`config.mk`:
```
export PLATFORM = sky130hd
export DESIGN_NAME = ucs_clock_ctrl
export DESIGN_NICKNAME = d
export VERILOG_FILES = /design/src/hdl/ucs_clock_ctrl.v
export VERILOG_INCLUDE_DIRS = /design/src /design/src/hdl
export SDC_FILE = /design/constraint.sdc
export NUM_CORES = 1
export LEC_CHECK = 0
export BUFFER_PORTS_ARGS = -buffer_cell sky130_fd_sc_hd__clkbuf_2
export CORE_ASPECT_RATIO = 2
export CORE_MARGIN = 1
export CORE_UTILIZATION = 23
export CTS_CLUSTER_SIZE = 28
export DETAILED_ROUTE_END_ITERATION = 16
export GPL_TIMING_DRIVEN = 0
export HOLD_SLACK_MARGIN = 0.12
export PLACE_DENSITY = 0.39
export SYNTH_ARGS = -nofsm -noshare
export SYNTH_HDL_FRONTEND = slang
export SYNTH_SLANG_ARGS = --single-unit
```
`constraint.sdc`:
```
create_clock -name core_clk_i -period 5.9 [get_ports core_clk_i]
set_clock_uncertainty 0.15 [all_clocks]
set_input_delay 0.59 -clock core_clk_i [delete_from_list [all_inputs] [get_ports core_clk_i]]
set_output_delay 0.59 -clock core_clk_i [all_outputs]
set_load 0.1 [all_outputs]
```
`src/hdl/ucs_defines.vh`:
```
// Purpose: constants for the clock select and loop control block
// Assumes: 10 MHz core clock, 4-bit register index, 16-bit data
// Notes: definitions only
`ifndef UCS_DEFINES_VH
`define UCS_DEFINES_VH
// register offsets
`define UCS_A_CTRL 4'h0
`define UCS_A_SEL 4'h1
`define UCS_A_FAULT 4'h2
`define UCS_A_TARGET 4'h3
`define UCS_A_LOOP 4'h4
`define UCS_A_MEAS 4'h5
`define UCS_A_ISTAT 4'h6
`define UCS_A_IMASK 4'h7
// control bits
`define UCS_C_LOOP_EN 0
`define UCS_C_LF_EN 1
`define UCS_C_HF_EN 2
`define UCS_C_NMI_EN 3
// select fields
`define UCS_SEL_MAIN 1:0
`define UCS_SEL_SUB 3:2
`define UCS_SEL_AUX 5:4
`define UCS_SEL_RST 6'h24
// source codes
`define UCS_SRC_LF 2'h0
`define UCS_SRC_REF 2'h1
`define UCS_SRC_DCO 2'h2
`define UCS_SRC_HF 2'h3
// fault flag bits
`define UCS_F_LF 0
`define UCS_F_HF 1
`define UCS_F_ALL 2
// interrupt status bits
`define UCS_I_FAULT 0
`define UCS_I_SEL 1
`define UCS_I_SETTLE 2
// loop status bits
`define UCS_L_TAP 4:0
`define UCS_L_MOD 9:5
`define UCS_L_SETTLED 10
`define UCS_L_GLITCH 11
// loop constants
`define UCS_MOD_MAX 5'h1F
`define UCS_MOD_GLITCH 5'h1E
`define UCS_GLITCH_REFS 4'hF
`define UCS_SETTLE_REFS 11'h400
`define UCS_TARGET_RST 10'h131
`define UCS_TAP_RST 10'h200
`endif

```
`src/hdl/ucs_clock_ctrl.v`:
```
// Purpose: clock source select, crystal fault flags and loop tracking
// Assumes: oscillator and loop reference inputs are slow, asynchronous levels
// Notes: register port with read data one cycle after the read strobe
`include "ucs_defines.vh"

// Contract
// a write to a source field routes that clock from the newly chosen source.
// any change of a source field may falsely set an absent or unconfigured crystal fault.
// the false fault may appear whichever of the three fields changed.
// with the fault interrupt enabled a false fault raises the non-maskable interrupt.
// software clears every fault flag once after any source field change.
// software masks the fault interrupt while switching, or clears false flags in its handler.
// software stops oscillator users, enables the loop and waits 32 x 32 reference periods.
// software then turns the loop off and measures the oscillator against a reference.
// software repeats from enabling the loop while the measured frequency is too high.
// the step-boundary defect leaves the main clock correct at the top specified rate.
// the enabled loop tracks by stepping tap and modulation, modulation mixing tap and tap+1.
// at a tap boundary tap may rise while modulation falls, for about 15 reference cycles.
// each fault flag stays set until cleared and sets again if the fault persists.
module ucs_clock_ctrl (
  input wire core_clk_i, // 10 MHz core clock
  input wire rst_b_i, // async reset, active low
  input wire [3:0] addr_i, // register index
  input wire [15:0] wdata_i, // write data
  input wire wr_i, // write strobe
  input wire rd_i, // read strobe
  output reg [15:0] rdata_o, // read data, cycle after rd_i
  input wire low_freq_crystal_i, // low frequency crystal clock
  input wire high_freq_crystal_i, // high frequency crystal clock
  input wire internal_reference_osc_i, // internal reference oscillator
  input wire digitally_tuned_oscillator_i, // tuned oscillator clock
  input wire loop_reference_clock_i, // loop reference clock
  input wire lf_present_i, // low frequency crystal oscillates
  input wire hf_present_i, // high frequency crystal oscillates
  output reg main_clk_o, // main clock
  output reg subsystem_clk_o, // subsystem clock
  output reg aux_clk_o, // auxiliary clock
  output wire [4:0] oscillator_tap_o, // tap field to oscillator
  output wire [4:0] modulation_o, // modulation field to oscillator
  output wire osc_fault_nmi_o, // fault non-maskable interrupt
  output wire irq_o // maskable interrupt, level
);

  // synchroniser: stage one is read only by stage two
  reg [6:0] sync1_r;
  reg [6:0] sync2_r;
  reg [1:0] dco_prev_r;
  wire lf_clk = sync2_r[0];
  wire hf_clk = sync2_r[1];
  wire ref_clk = sync2_r[2];
  wire dco_clk = sync2_r[3];
  wire lref_clk = sync2_r[4];
  wire lf_ok = sync2_r[5];
  wire hf_ok = sync2_r[6];
  wire dco_rise = dco_clk & ~dco_prev_r[0];
  wire lref_rise = lref_clk & ~dco_prev_r[1];

  always @(posedge core_clk_i or negedge rst_b_i) begin
    if (!rst_b_i) begin
      sync1_r <= 7'h00;
      sync2_r <= 7'h00;
      dco_prev_r <= 2'h0;
    end else begin
      sync1_r <= {hf_present_i, lf_present_i, loop_reference_clock_i,
                  digitally_tuned_oscillator_i, internal_reference_osc_i,
                  high_freq_crystal_i, low_freq_crystal_i};
      sync2_r <= sync1_r;
      dco_prev_r <= {lref_clk, dco_clk};
    end
  end

  // software visible state
  reg [3:0] ctrl_r;
  reg [5:0] sel_r;
  reg [1:0] fault_r;
  reg [9:0] target_r;
  reg [9:0] meas_r;
  reg [2:0] istat_r;
  reg [2:0] imask_r;
  reg [15:0] rdata_nxt;

  // loop state: {tap, mod} held as one 10-bit step value
  reg [9:0] step_r;
  reg [9:0] step_nxt;
  reg [9:0] cnt_r;
  reg [10:0] settle_r;
  reg settled_r;
  reg [3:0] glitch_r;

  wire wr_ctrl = wr_i && (addr_i == `UCS_A_CTRL);
  wire wr_sel = wr_i && (addr_i == `UCS_A_SEL);
  wire wr_fault = wr_i && (addr_i == `UCS_A_FAULT);
  wire wr_istat = wr_i && (addr_i == `UCS_A_ISTAT);
  wire loop_en = ctrl_r[`UCS_C_LOOP_EN];

  // any field differing counts as a change, whichever field it is
  wire sel_change = wr_sel && (wdata_i[5:0] != sel_r);

  // the switch briefly requests both crystals; absent or unconfigured ones fault
  wire lf_bad = ~lf_ok | ~ctrl_r[`UCS_C_LF_EN];
  wire hf_bad = ~hf_ok | ~ctrl_r[`UCS_C_HF_EN];
  // a crystal in use but not oscillating is a real fault, re-set after a clear
  wire lf_real = ctrl_r[`UCS_C_LF_EN] & ~lf_ok;
  wire hf_real = ctrl_r[`UCS_C_HF_EN] & ~hf_ok;
  wire [1:0] fault_set = {hf_real | (sel_change & hf_bad),
                          lf_real | (sel_change & lf_bad)};
  wire fault_all = |fault_r;
  wire settle_done = loop_en && !settled_r && (settle_r == `UCS_SETTLE_REFS);
  wire [2:0] ev = {settle_done, sel_change, |(fault_set & ~fault_r)};

  // combined flag drives the nmi only while enabled
  assign osc_fault_nmi_o = fault_all & ctrl_r[`UCS_C_NMI_EN];
  assign irq_o = |(istat_r & imask_r);
  assign oscillator_tap_o = step_r[9:5];
  assign modulation_o = step_r[4:0];

  // register writes; hardware set wins over a write-one clear
  always @(posedge core_clk_i or negedge rst_b_i) begin
    if (!rst_b_i) begin
      ctrl_r <= 4'h0;
      sel_r <= `UCS_SEL_RST;
      fault_r <= 2'h0;
      target_r <= `UCS_TARGET_RST;
      istat_r <= 3'h0;
      imask_r <= 3'h0;
    end else begin
      if (wr_ctrl) begin
        ctrl_r <= wdata_i[3:0];
      end
      if (wr_sel) begin
        sel_r <= wdata_i[5:0];
      end
      if (wr_i && (addr_i == `UCS_A_TARGET)) begin
        target_r <= wdata_i[9:0];
      end
      if (wr_i && (addr_i == `UCS_A_IMASK)) begin
        imask_r <= wdata_i[2:0];
      end
      // sticky until cleared, set wins over clear
      fault_r <= (fault_r & ~(wr_fault ? wdata_i[1:0] : 2'h0)) | fault_set;
      istat_r <= (istat_r & ~(wr_istat ? wdata_i[2:0] : 3'h0)) | ev;
    end
  end

  // one pick per clock; the mux follows the field with no extra logic in the
  // main path, so a boundary step only shifts the source rate
  function pick;
    input [1:0] src;
    input l;
    input r;
    input d;
    input h;
    begin
      case (src)
        `UCS_SRC_LF: pick = l;
        `UCS_SRC_REF: pick = r;
        `UCS_SRC_DCO: pick = d;
        default: pick = h;
      endcase
    end
  endfunction

  // route each clock from its selected source
  always @(posedge core_clk_i or negedge rst_b_i) begin
    if (!rst_b_i) begin
      main_clk_o <= 1'b0;
      subsystem_clk_o <= 1'b0;
      aux_clk_o <= 1'b0;
    end else begin
      main_clk_o <= pick(sel_r[`UCS_SEL_MAIN], lf_clk, ref_clk, dco_clk, hf_clk);
      subsystem_clk_o <= pick(sel_r[`UCS_SEL_SUB], lf_clk, ref_clk, dco_clk, hf_clk);
      aux_clk_o <= pick(sel_r[`UCS_SEL_AUX], lf_clk, ref_clk, dco_clk, hf_clk);
    end
  end

  // tracking step: modulation mixes tap and tap+1, rollover carries into tap
  always @* begin
    step_nxt = step_r;
    if (cnt_r < target_r) begin
      if (step_r != 10'h3FF) begin
        step_nxt = step_r + 10'h001;
      end
    end else if (cnt_r > target_r) begin
      if (step_r != 10'h000) begin
        step_nxt = step_r - 10'h001;
      end
    end
  end

  // loop: count tuned oscillator edges per reference period and step
  always @(posedge core_clk_i or negedge rst_b_i) begin
    if (!rst_b_i) begin
      step_r <= `UCS_TAP_RST;
      cnt_r <= 10'h000;
      meas_r <= 10'h000;
      glitch_r <= 4'h0;
    end else begin
      if (lref_rise) begin
        // the period count is always captured so software can measure
        meas_r <= cnt_r;
        cnt_r <= dco_rise ? 10'h001 : 10'h000;
        if (glitch_r != 4'h0) begin
          // hold the wrong step, then fall back to the expected one
          glitch_r <= glitch_r - 4'h1;
          if (glitch_r == 4'h1) begin
            step_r <= {step_r[9:5], 5'h00};
          end
        end else if (loop_en) begin
          if ((step_nxt > step_r) && (step_r[4:0] == `UCS_MOD_MAX)) begin
            // rollover misfires: tap up, modulation down one
            step_r <= {step_nxt[9:5], `UCS_MOD_GLITCH};
            glitch_r <= `UCS_GLITCH_REFS;
          end else begin
            step_r <= step_nxt;
          end
        end
      end else if (dco_rise && (cnt_r != 10'h3FF)) begin
        cnt_r <= cnt_r + 10'h001; // saturate rather than wrap on a fast oscillator
      end
    end
  end

  // settling timer: 32 x 32 reference periods after the loop is enabled
  always @(posedge core_clk_i or negedge rst_b_i) begin
    if (!rst_b_i) begin
      settle_r <= 11'h000;
      settled_r <= 1'b0;
    end else if (!loop_en) begin
      settle_r <= 11'h000; // turning the loop off restarts the wait
      settled_r <= 1'b0;
    end else begin
      if (lref_rise && (settle_r != `UCS_SETTLE_REFS)) begin
        settle_r <= settle_r + 11'h001;
      end
      if (settle_done) begin
        settled_r <= 1'b1;
      end
    end
  end

  // read mux; unmapped indexes read zero
  always @* begin
    rdata_nxt = 16'h0000;
    case (addr_i)
      `UCS_A_CTRL: rdata_nxt = {12'h000, ctrl_r};
      `UCS_A_SEL: rdata_nxt = {10'h000, sel_r};
      `UCS_A_FAULT: rdata_nxt = {13'h0000, fault_all, fault_r};
      `UCS_A_TARGET: rdata_nxt = {6'h00, target_r};
      `UCS_A_LOOP: rdata_nxt = {4'h0, (glitch_r != 4'h0), settled_r,
                                 step_r[4:0], step_r[9:5]};
      `UCS_A_MEAS: rdata_nxt = {6'h00, meas_r};
      `UCS_A_ISTAT: rdata_nxt = {13'h0000, istat_r};
      `UCS_A_IMASK: rdata_nxt = {13'h0000, imask_r};
      default: rdata_nxt = 16'h0000;
    endcase
  end

  // read data stands only in the cycle after the strobe
  always @(posedge core_clk_i or negedge rst_b_i) begin
    if (!rst_b_i) begin
      rdata_o <= 16'h0000;
    end else begin
      rdata_o <= rd_i ? rdata_nxt : 16'h0000;
    end
  end

endmodule // ucs_clock_ctrl

```
# Word level (Yosys, flattened, before mapping)
# Index checks and enable logic that the tools add are counted.
dict set report op_classes {
  add_sub_neg 5
  order_cmp 3
  eq_ne 23
  mux 25
  n_bitwise 27
  n_reduce_logical 28
}
# op count
set op_table {}
lappend op_table {{case mux 12 bit (8 select lines)} 1}
lappend op_table {{2-to-1 mux 10 bit} 8}
lappend op_table {{2-to-1 mux 11 bit} 2}
lappend op_table {{adder 10 x 1 -> 10 bit (second input constant)} 2}
lappend op_table {{greater-than comparator 10 bit} 2}
lappend op_table {{inequality test 10 bit (second input constant)} 2}
lappend op_table {{equality test 4 x 3 -> 1 bit (second input constant)} 4}
lappend op_table {{2-to-1 mux 16 bit} 1}
lappend op_table {{logical AND 1 bit} 12}
lappend op_table {{2-to-1 mux 4 bit} 3}
lappend op_table {{adder 11 x 1 -> 11 bit (second input constant)} 1}
lappend op_table {{equality test 11 bit (second input constant)} 1}
lappend op_table {{inequality test 11 bit (second input constant)} 1}
lappend op_table {{less-than comparator 10 bit} 1}
lappend op_table {{2-to-1 mux 5 bit} 2}
lappend op_table {{nonzero test 10 bit} 1}
lappend op_table {{subtractor 10 x 1 -> 10 bit (second input constant)} 1}
lappend op_table {{case mux 1 bit (3 select lines)} 3}
lappend op_table {{AND reduction 3 bit} 3}
lappend op_table {{equality test 4 x 1 -> 1 bit (second input constant)} 2}
lappend op_table {{equality test 4 x 2 -> 1 bit (second input constant)} 2}
lappend op_table {{bitwise AND 1 bit} 7}
lappend op_table {{NOT 1 bit} 7}
lappend op_table {{bitwise AND 3 bit} 2}
lappend op_table {{other kinds (23)} 40}
dict set report totals {
  register_bits 109
  output_inout_bits 31
  wordCells 131
}

# Longest topological paths before layout
dict set report logic_depth {
  word_depth 9
  ltp_mapped 16
  ltp_nobuf 15
}

# Worst setup path after synthesis
# Ideal clock, no wire load.
dict set report synth_timing {
  kind {reg-to-reg}
  startpoint {register step_r[4]}
  endpoint {register glitch_r[1]}
  setup_time_ps 79
  arrival_time_ps 4446
  required_time_ps 5671
  setup_slack_ps 1224
  stages_incl_launch_ff 14
  n_path_buf 1
  period_less_slack_ps 4676
  path_cell_list {dfrtp_1 -> buf_6 -> or4_4 -> or3_4 -> nor4b_4 -> mux2_1 -> nor2_1 -> a21oi_1 -> ha_1 -> and4_1 -> a2111oi_0 -> nor3b_1 -> o21ai_0 -> mux2i_1}
}
dict set report synth_between {
  elab_chain_len 8
  word_cells_on_any_way 13
  classes_between {add/sub: 2; order compare: 1; eq/ne: 2; mux: 4; reduce/logical: 4}
}
# element line
set synth_lines {}
lappend synth_lines {{start: declaration} ucs_clock_ctrl.v:83} ;# reg [9:0] step_r;
lappend synth_lines {{start signal: assignment} ucs_clock_ctrl.v:193} ;# step_r <= `UCS_TAP_RST;
lappend synth_lines {{start signal: assignment} ucs_clock_ctrl.v:206} ;# step_r <= {step_r[9:5], 5'h00};
lappend synth_lines {{start signal: assignment} ucs_clock_ctrl.v:211} ;# step_r <= {step_nxt[9:5], `UCS_MOD_GLITCH};
lappend synth_lines {{subtractor 10 x 1 -> 10 bit or nonzero test 10 bit (tied branches)} {ucs_clock_ctrl.v:185, ucs_clock_ctrl.v:184}}
lappend synth_lines {{2-to-1 mux 10 bit} ucs_clock_ctrl.v:184} ;# if (step_r != 10'h000) begin
lappend synth_lines {{2-to-1 mux 10 bit} ucs_clock_ctrl.v:183} ;# end else if (cnt_r > target_r) begin
lappend synth_lines {{2-to-1 mux 10 bit} ucs_clock_ctrl.v:179} ;# if (cnt_r < target_r) begin
lappend synth_lines {{greater-than comparator 10 bit} ucs_clock_ctrl.v:209} ;# if ((step_nxt > step_r) && (step_r[4:0] == `UCS_MOD_MAX)) begin
lappend synth_lines {{logical AND 1 bit (*)} ucs_clock_ctrl.v:209}
lappend synth_lines {{nonzero test 2 bit (no line) (*)} --}
lappend synth_lines {{AND reduction 3 bit (no line) (*)} --}
lappend synth_lines {{end signal: assignment} ucs_clock_ctrl.v:204} ;# glitch_r <= glitch_r - 4'h1;
lappend synth_lines {{end signal: assignment} ucs_clock_ctrl.v:212} ;# glitch_r <= `UCS_GLITCH_REFS;
lappend synth_lines {{end: declaration} ucs_clock_ctrl.v:88} ;# reg [3:0] glitch_r;
# Every way passes the cells marked *; elsewhere a longest branch is shown, timed or not.
# A chain may end at the register's enable or synchronous reset.

# Worst setup path in the final report
dict set report layout_timing {
  startpoint {register target_r[5]}
  endpoint {register glitch_r[1]}
}
dict set report layout_between {
  elab_chain_len 7
  word_cells_on_any_way 8
  classes_between {order compare: 3; mux: 2; reduce/logical: 3}
}
# element line
set layout_lines {}
lappend layout_lines {{start: declaration} ucs_clock_ctrl.v:76} ;# reg [9:0] target_r;
lappend layout_lines {{start signal: assignment} ucs_clock_ctrl.v:123} ;# target_r <= `UCS_TARGET_RST;
lappend layout_lines {{start signal: assignment} ucs_clock_ctrl.v:134} ;# target_r <= wdata_i[9:0];
lappend layout_lines {{greater-than comparator 10 bit} ucs_clock_ctrl.v:183}
lappend layout_lines {{2-to-1 mux 10 bit} ucs_clock_ctrl.v:183}
lappend layout_lines {{2-to-1 mux 10 bit (*)} ucs_clock_ctrl.v:179}
lappend layout_lines {{greater-than comparator 10 bit (*)} ucs_clock_ctrl.v:209}
lappend layout_lines {{logical AND 1 bit (*)} ucs_clock_ctrl.v:209}
lappend layout_lines {{nonzero test 2 bit (no line) (*)} --}
lappend layout_lines {{AND reduction 3 bit (no line) (*)} --}
# Marked as above.

==> results.md <==
- Result of the run: complete, no violations
- Number of DRC markers after the initial detailed-route iteration: 212
- Count of endpoints failing setup in the final report: 0
- Worst setup path class: flop to flop
- Router iterations before antenna repair: 4
- Share of synthesized registers carrying an async set or reset: 1.00
- Hold/Removal Path Class: primary input to async pin
- PD cells: 333 nW/um^2
- Buffers added on ports: 49
- Yosys Warn Count: 0
- Layout net count: 723
- Area overhead of the layout relative to synthesis: 16.7%
- FMAX: 183 MHz
- Area fraction of the dominant cell type after synthesis: 0.420
- Number of cell rows: 82
- Pint: 1.36 mW
- Maximum number of pins on one net before global-route repair: 106
- Clock tree root buffer cell: sky130_fd_sc_hd__clkbuf_16
- Vias after detailed routing: 4615
- Total core area: 25000 sq um
- Clk_lat worst skew: 0.37 ns
- First-pass GRT wire length: 26.5 mm
- Number of synthesized register bits: 105
- Post-synthesis sequential area ratio: 0.452
- Clock-pin transition on the worst setup and hold timing paths: 0.07 ns
- Most used DFF post-synth: sky130_fd_sc_hd__dfrtp_1
- Die boundary width: 115 microns
- Top routing layer used: met4
- Sum of met3 wire segment lengths after detailed routing: 583 microns
- Logic gate share of total power: 0.350
- EDFF count, synth: 0
- Fraction of power consumed by the clock network: 0.264
- Commonest cells post-synth: sky130_fd_sc_hd__dfrtp_1 (98), sky130_fd_sc_hd__nand2_1 (71), sky130_fd_sc_hd__nor2_1 (46)
- Reported leakage power: 3.04 nW
- Highest cell delay on the worst timing path: 0.86 ns
- Setup slack, reg-to-reg: 0.44 ns
- Final worst setup slack: 0.442 ns
- Initial Util: 0.233
- Critical path peak fanout: 10
- Inserted Diodes: 0
- Cell type of the slowest stage on the worst timing path: sky130_fd_sc_hd__a2111oi_2
- Kind of capture point of the worst setup path: flop
- Largest cells by area after synthesis: sky130_fd_sc_hd__dfrtp_1 (42%), sky130_fd_sc_hd__ha_1 (6.2%), sky130_fd_sc_hd__nand2_1 (4.6%)
- Setup TNS: 0 ns
- Most frequent cell after synthesis: sky130_fd_sc_hd__dfrtp_1
- Max Cap Violations: 0
- Detailed-routed wire length on met2: 9.65 mm
- Share of final-layout standard cells stronger than drive strength 1: 0.166
- GRT Util Overall: 0.139
- Worst rel slew slack: 0.401
- Max-slew violations: 0
- Required arrival time at the worst endpoint: 6.04 ns
- Routed length per instance: 16.8 microns
- Fraction of power spent switching nets: 0.399
- Synthesized area: 5840 sq um
- Last weighted congestion value of the routability-driven placer: 0.825
- Final global-route overflow total: 0
- Number of nets with antenna violations after routing: 0
- Final instance count without filler cells: 1004
- Htree depth: 3
- HPWL after detailed placement: 13.2 mm
- Clock tree sinks: 105
- Die footprint: 26100 sq um
- Number of distinct library cells after synthesis: 63
- Number of buffers created by CTS: 9
- Ordered list of cells on the worst path: inv_1 > ha_1 > a21oi_1 > o21ai_0 > a2111oi_2 > buf_2 > clkbuf_8 > a32oi_1 > xnor2_1 > ha_1 > a211oi_1 > nor2_1 > a2111oi_1 > nor3b_1 > o21ai_0 > mux2i_1
- Cell total after placement: 988
- Switch Pwr: 0.904 mW
- Worst endpoint data arrival time: 5.60 ns
- Dominant cell type by area after synthesis: sky130_fd_sc_hd__dfrtp_1
- Clock buffer depth: 2
- Initial antenna violation count: 0
- WL met1: 6.13 mm
- Peak supply drop: 0.000128 V
- Startpoint types: flop
- Unrepaired setup endpoints after global routing: false
- Residual DRC count: 0
- Period utilization: 0.925
- Clock tree from TritonCTS: yes
- Place WS: 0.230 ns
- Hold_buf cts: 0
- Sequential fraction of design power: 0.386
- Mapped Cells: 600
- Transition time at the pin with the least slew margin: 0.897 ns
- Vias in the first global route: 4791
- Total wirelength of the detailed-routed design: 16.9 mm
- Number of hold violations in the final report: 0
- Final min period: 5.46 ns
- Via density per instance: 4.60
- Power Total: 2.27 mW
- I/O Pins: 62
- Average size of a mapped cell: 9.73 sq um
- Vert. Die Dim: 227 microns
-- metrics by stage --
stage	utilization	hold WS, ns	instance area [sq um]
detailed placement	0.261	0.188	6520
global placement	0.260	0.182	6520
CTS	0.272	0.154	6810
finish	0.272	0.141	6810
floorplan	-	0.144	5850
global route	0.272	0.156	6810
-- sequential cells by signal, summed over array words and instances, names as in the netlist, 7 cells and up --
register and count:
cnt_r 10, meas_r 10, rdata_o 12, settle_r 11, step_r 10, sync1_r 7
sync2_r 7, target_r 10
-- worst max-delay path: cells and delay by family, from the launching register on --
family | cells | cell delay [ns]
buffers and inverters | 3 | 0.63
AO/OA/AOI/OAI | 7 | 2.66
AND/OR/NAND/NOR | 2 | 0.22
XOR/XNOR | 1 | 0.29
adder cells (fa/ha/maj) | 2 | 0.64
multiplexers | 1 | 0.24
flip-flops | 1 | 0.53
-- logic make-up after synthesis --
kind of cell               count (synthesis)  share of synthesized area
AOI/OAI and AO/OA                         99                      0.112
DFF                                      105                      0.452
xor gates and xnor gates                  34                     0.0510
adders and majority gates                 29                     0.0622
muxes                                     39                     0.0774
other                                      1                   0.000642
buffers and inverters                     64                     0.0476
and+or+nand+nor                          229                      0.198
-- path summary, 6_finish.rpt --
kind | end | startpoint | cells past startpoint
min reg2reg | sync2_r[4] | sync1_r[4] | 0
max in group asynchronous | cnt_r[0] | rst_b_i | 1
max | glitch_r[1] | target_r[5] | 16
max reg2reg | glitch_r[1] | target_r[5] | 16
min | settle_r[7] | rst_b_i | 1
min in group core_clk_i | sync1_r[2] | internal_reference_osc_i | 1
-- cell type report --
type | count | area [sq um]
fillers | 2714 | 18200
multi-input cells | 434 | 2940
flip-flops and latches | 105 | 2640
well taps | 336 | 420
repair buffers | 49 | 254
clock buffers | 10 | 239
plain buffers | 31 | 154
inverters | 33 | 124
clock inverters | 6 | 50.0
-- per-layer routing --
metal	track usage	vias to the layer above
met5	0	-
met4	0.0637	0
met3	0.0261	25
met2	0.273	97
met1	0.138	2268
li1	-	2225
-- what timing repair did --
action	4_1_cts	5_1_grt
setup buffers	0	0
gates resized for setup	0	1
endpoints found under the setup margin	0	3
-- cells in the final DEF (no fill, tap or decap), drive strengths merged, types with 8 or more instances in the layout --
master / n
nand3: 27
nor3: 8
nand4: 8
clkbuf: 76
dfrtp: 98
mux2: 19
inv: 35
and2: 14
nor2: 46
mux2i: 17
buf: 14
nor2b: 8
ha: 29
a21oi: 21
o21ai: 36
nand2: 71
xor2: 8
and3: 11
xnor2: 26
-- power groups by stage --
stage / clock (mW) / combinational, mW / sequential (mW)
final: 0.599 / 0.792 / 0.875
after global routing: 0.651 / 0.864 / 0.885
after CTS: 0.624 / 0.797 / 0.876
after detailed placement: 0 / 0.794 / 0.890
after global placement: 0 / 0.790 / 0.889
after floorplan: 0 / 0.460 / 1.00
No activity file was read; power rests on OpenSTA's default activity.
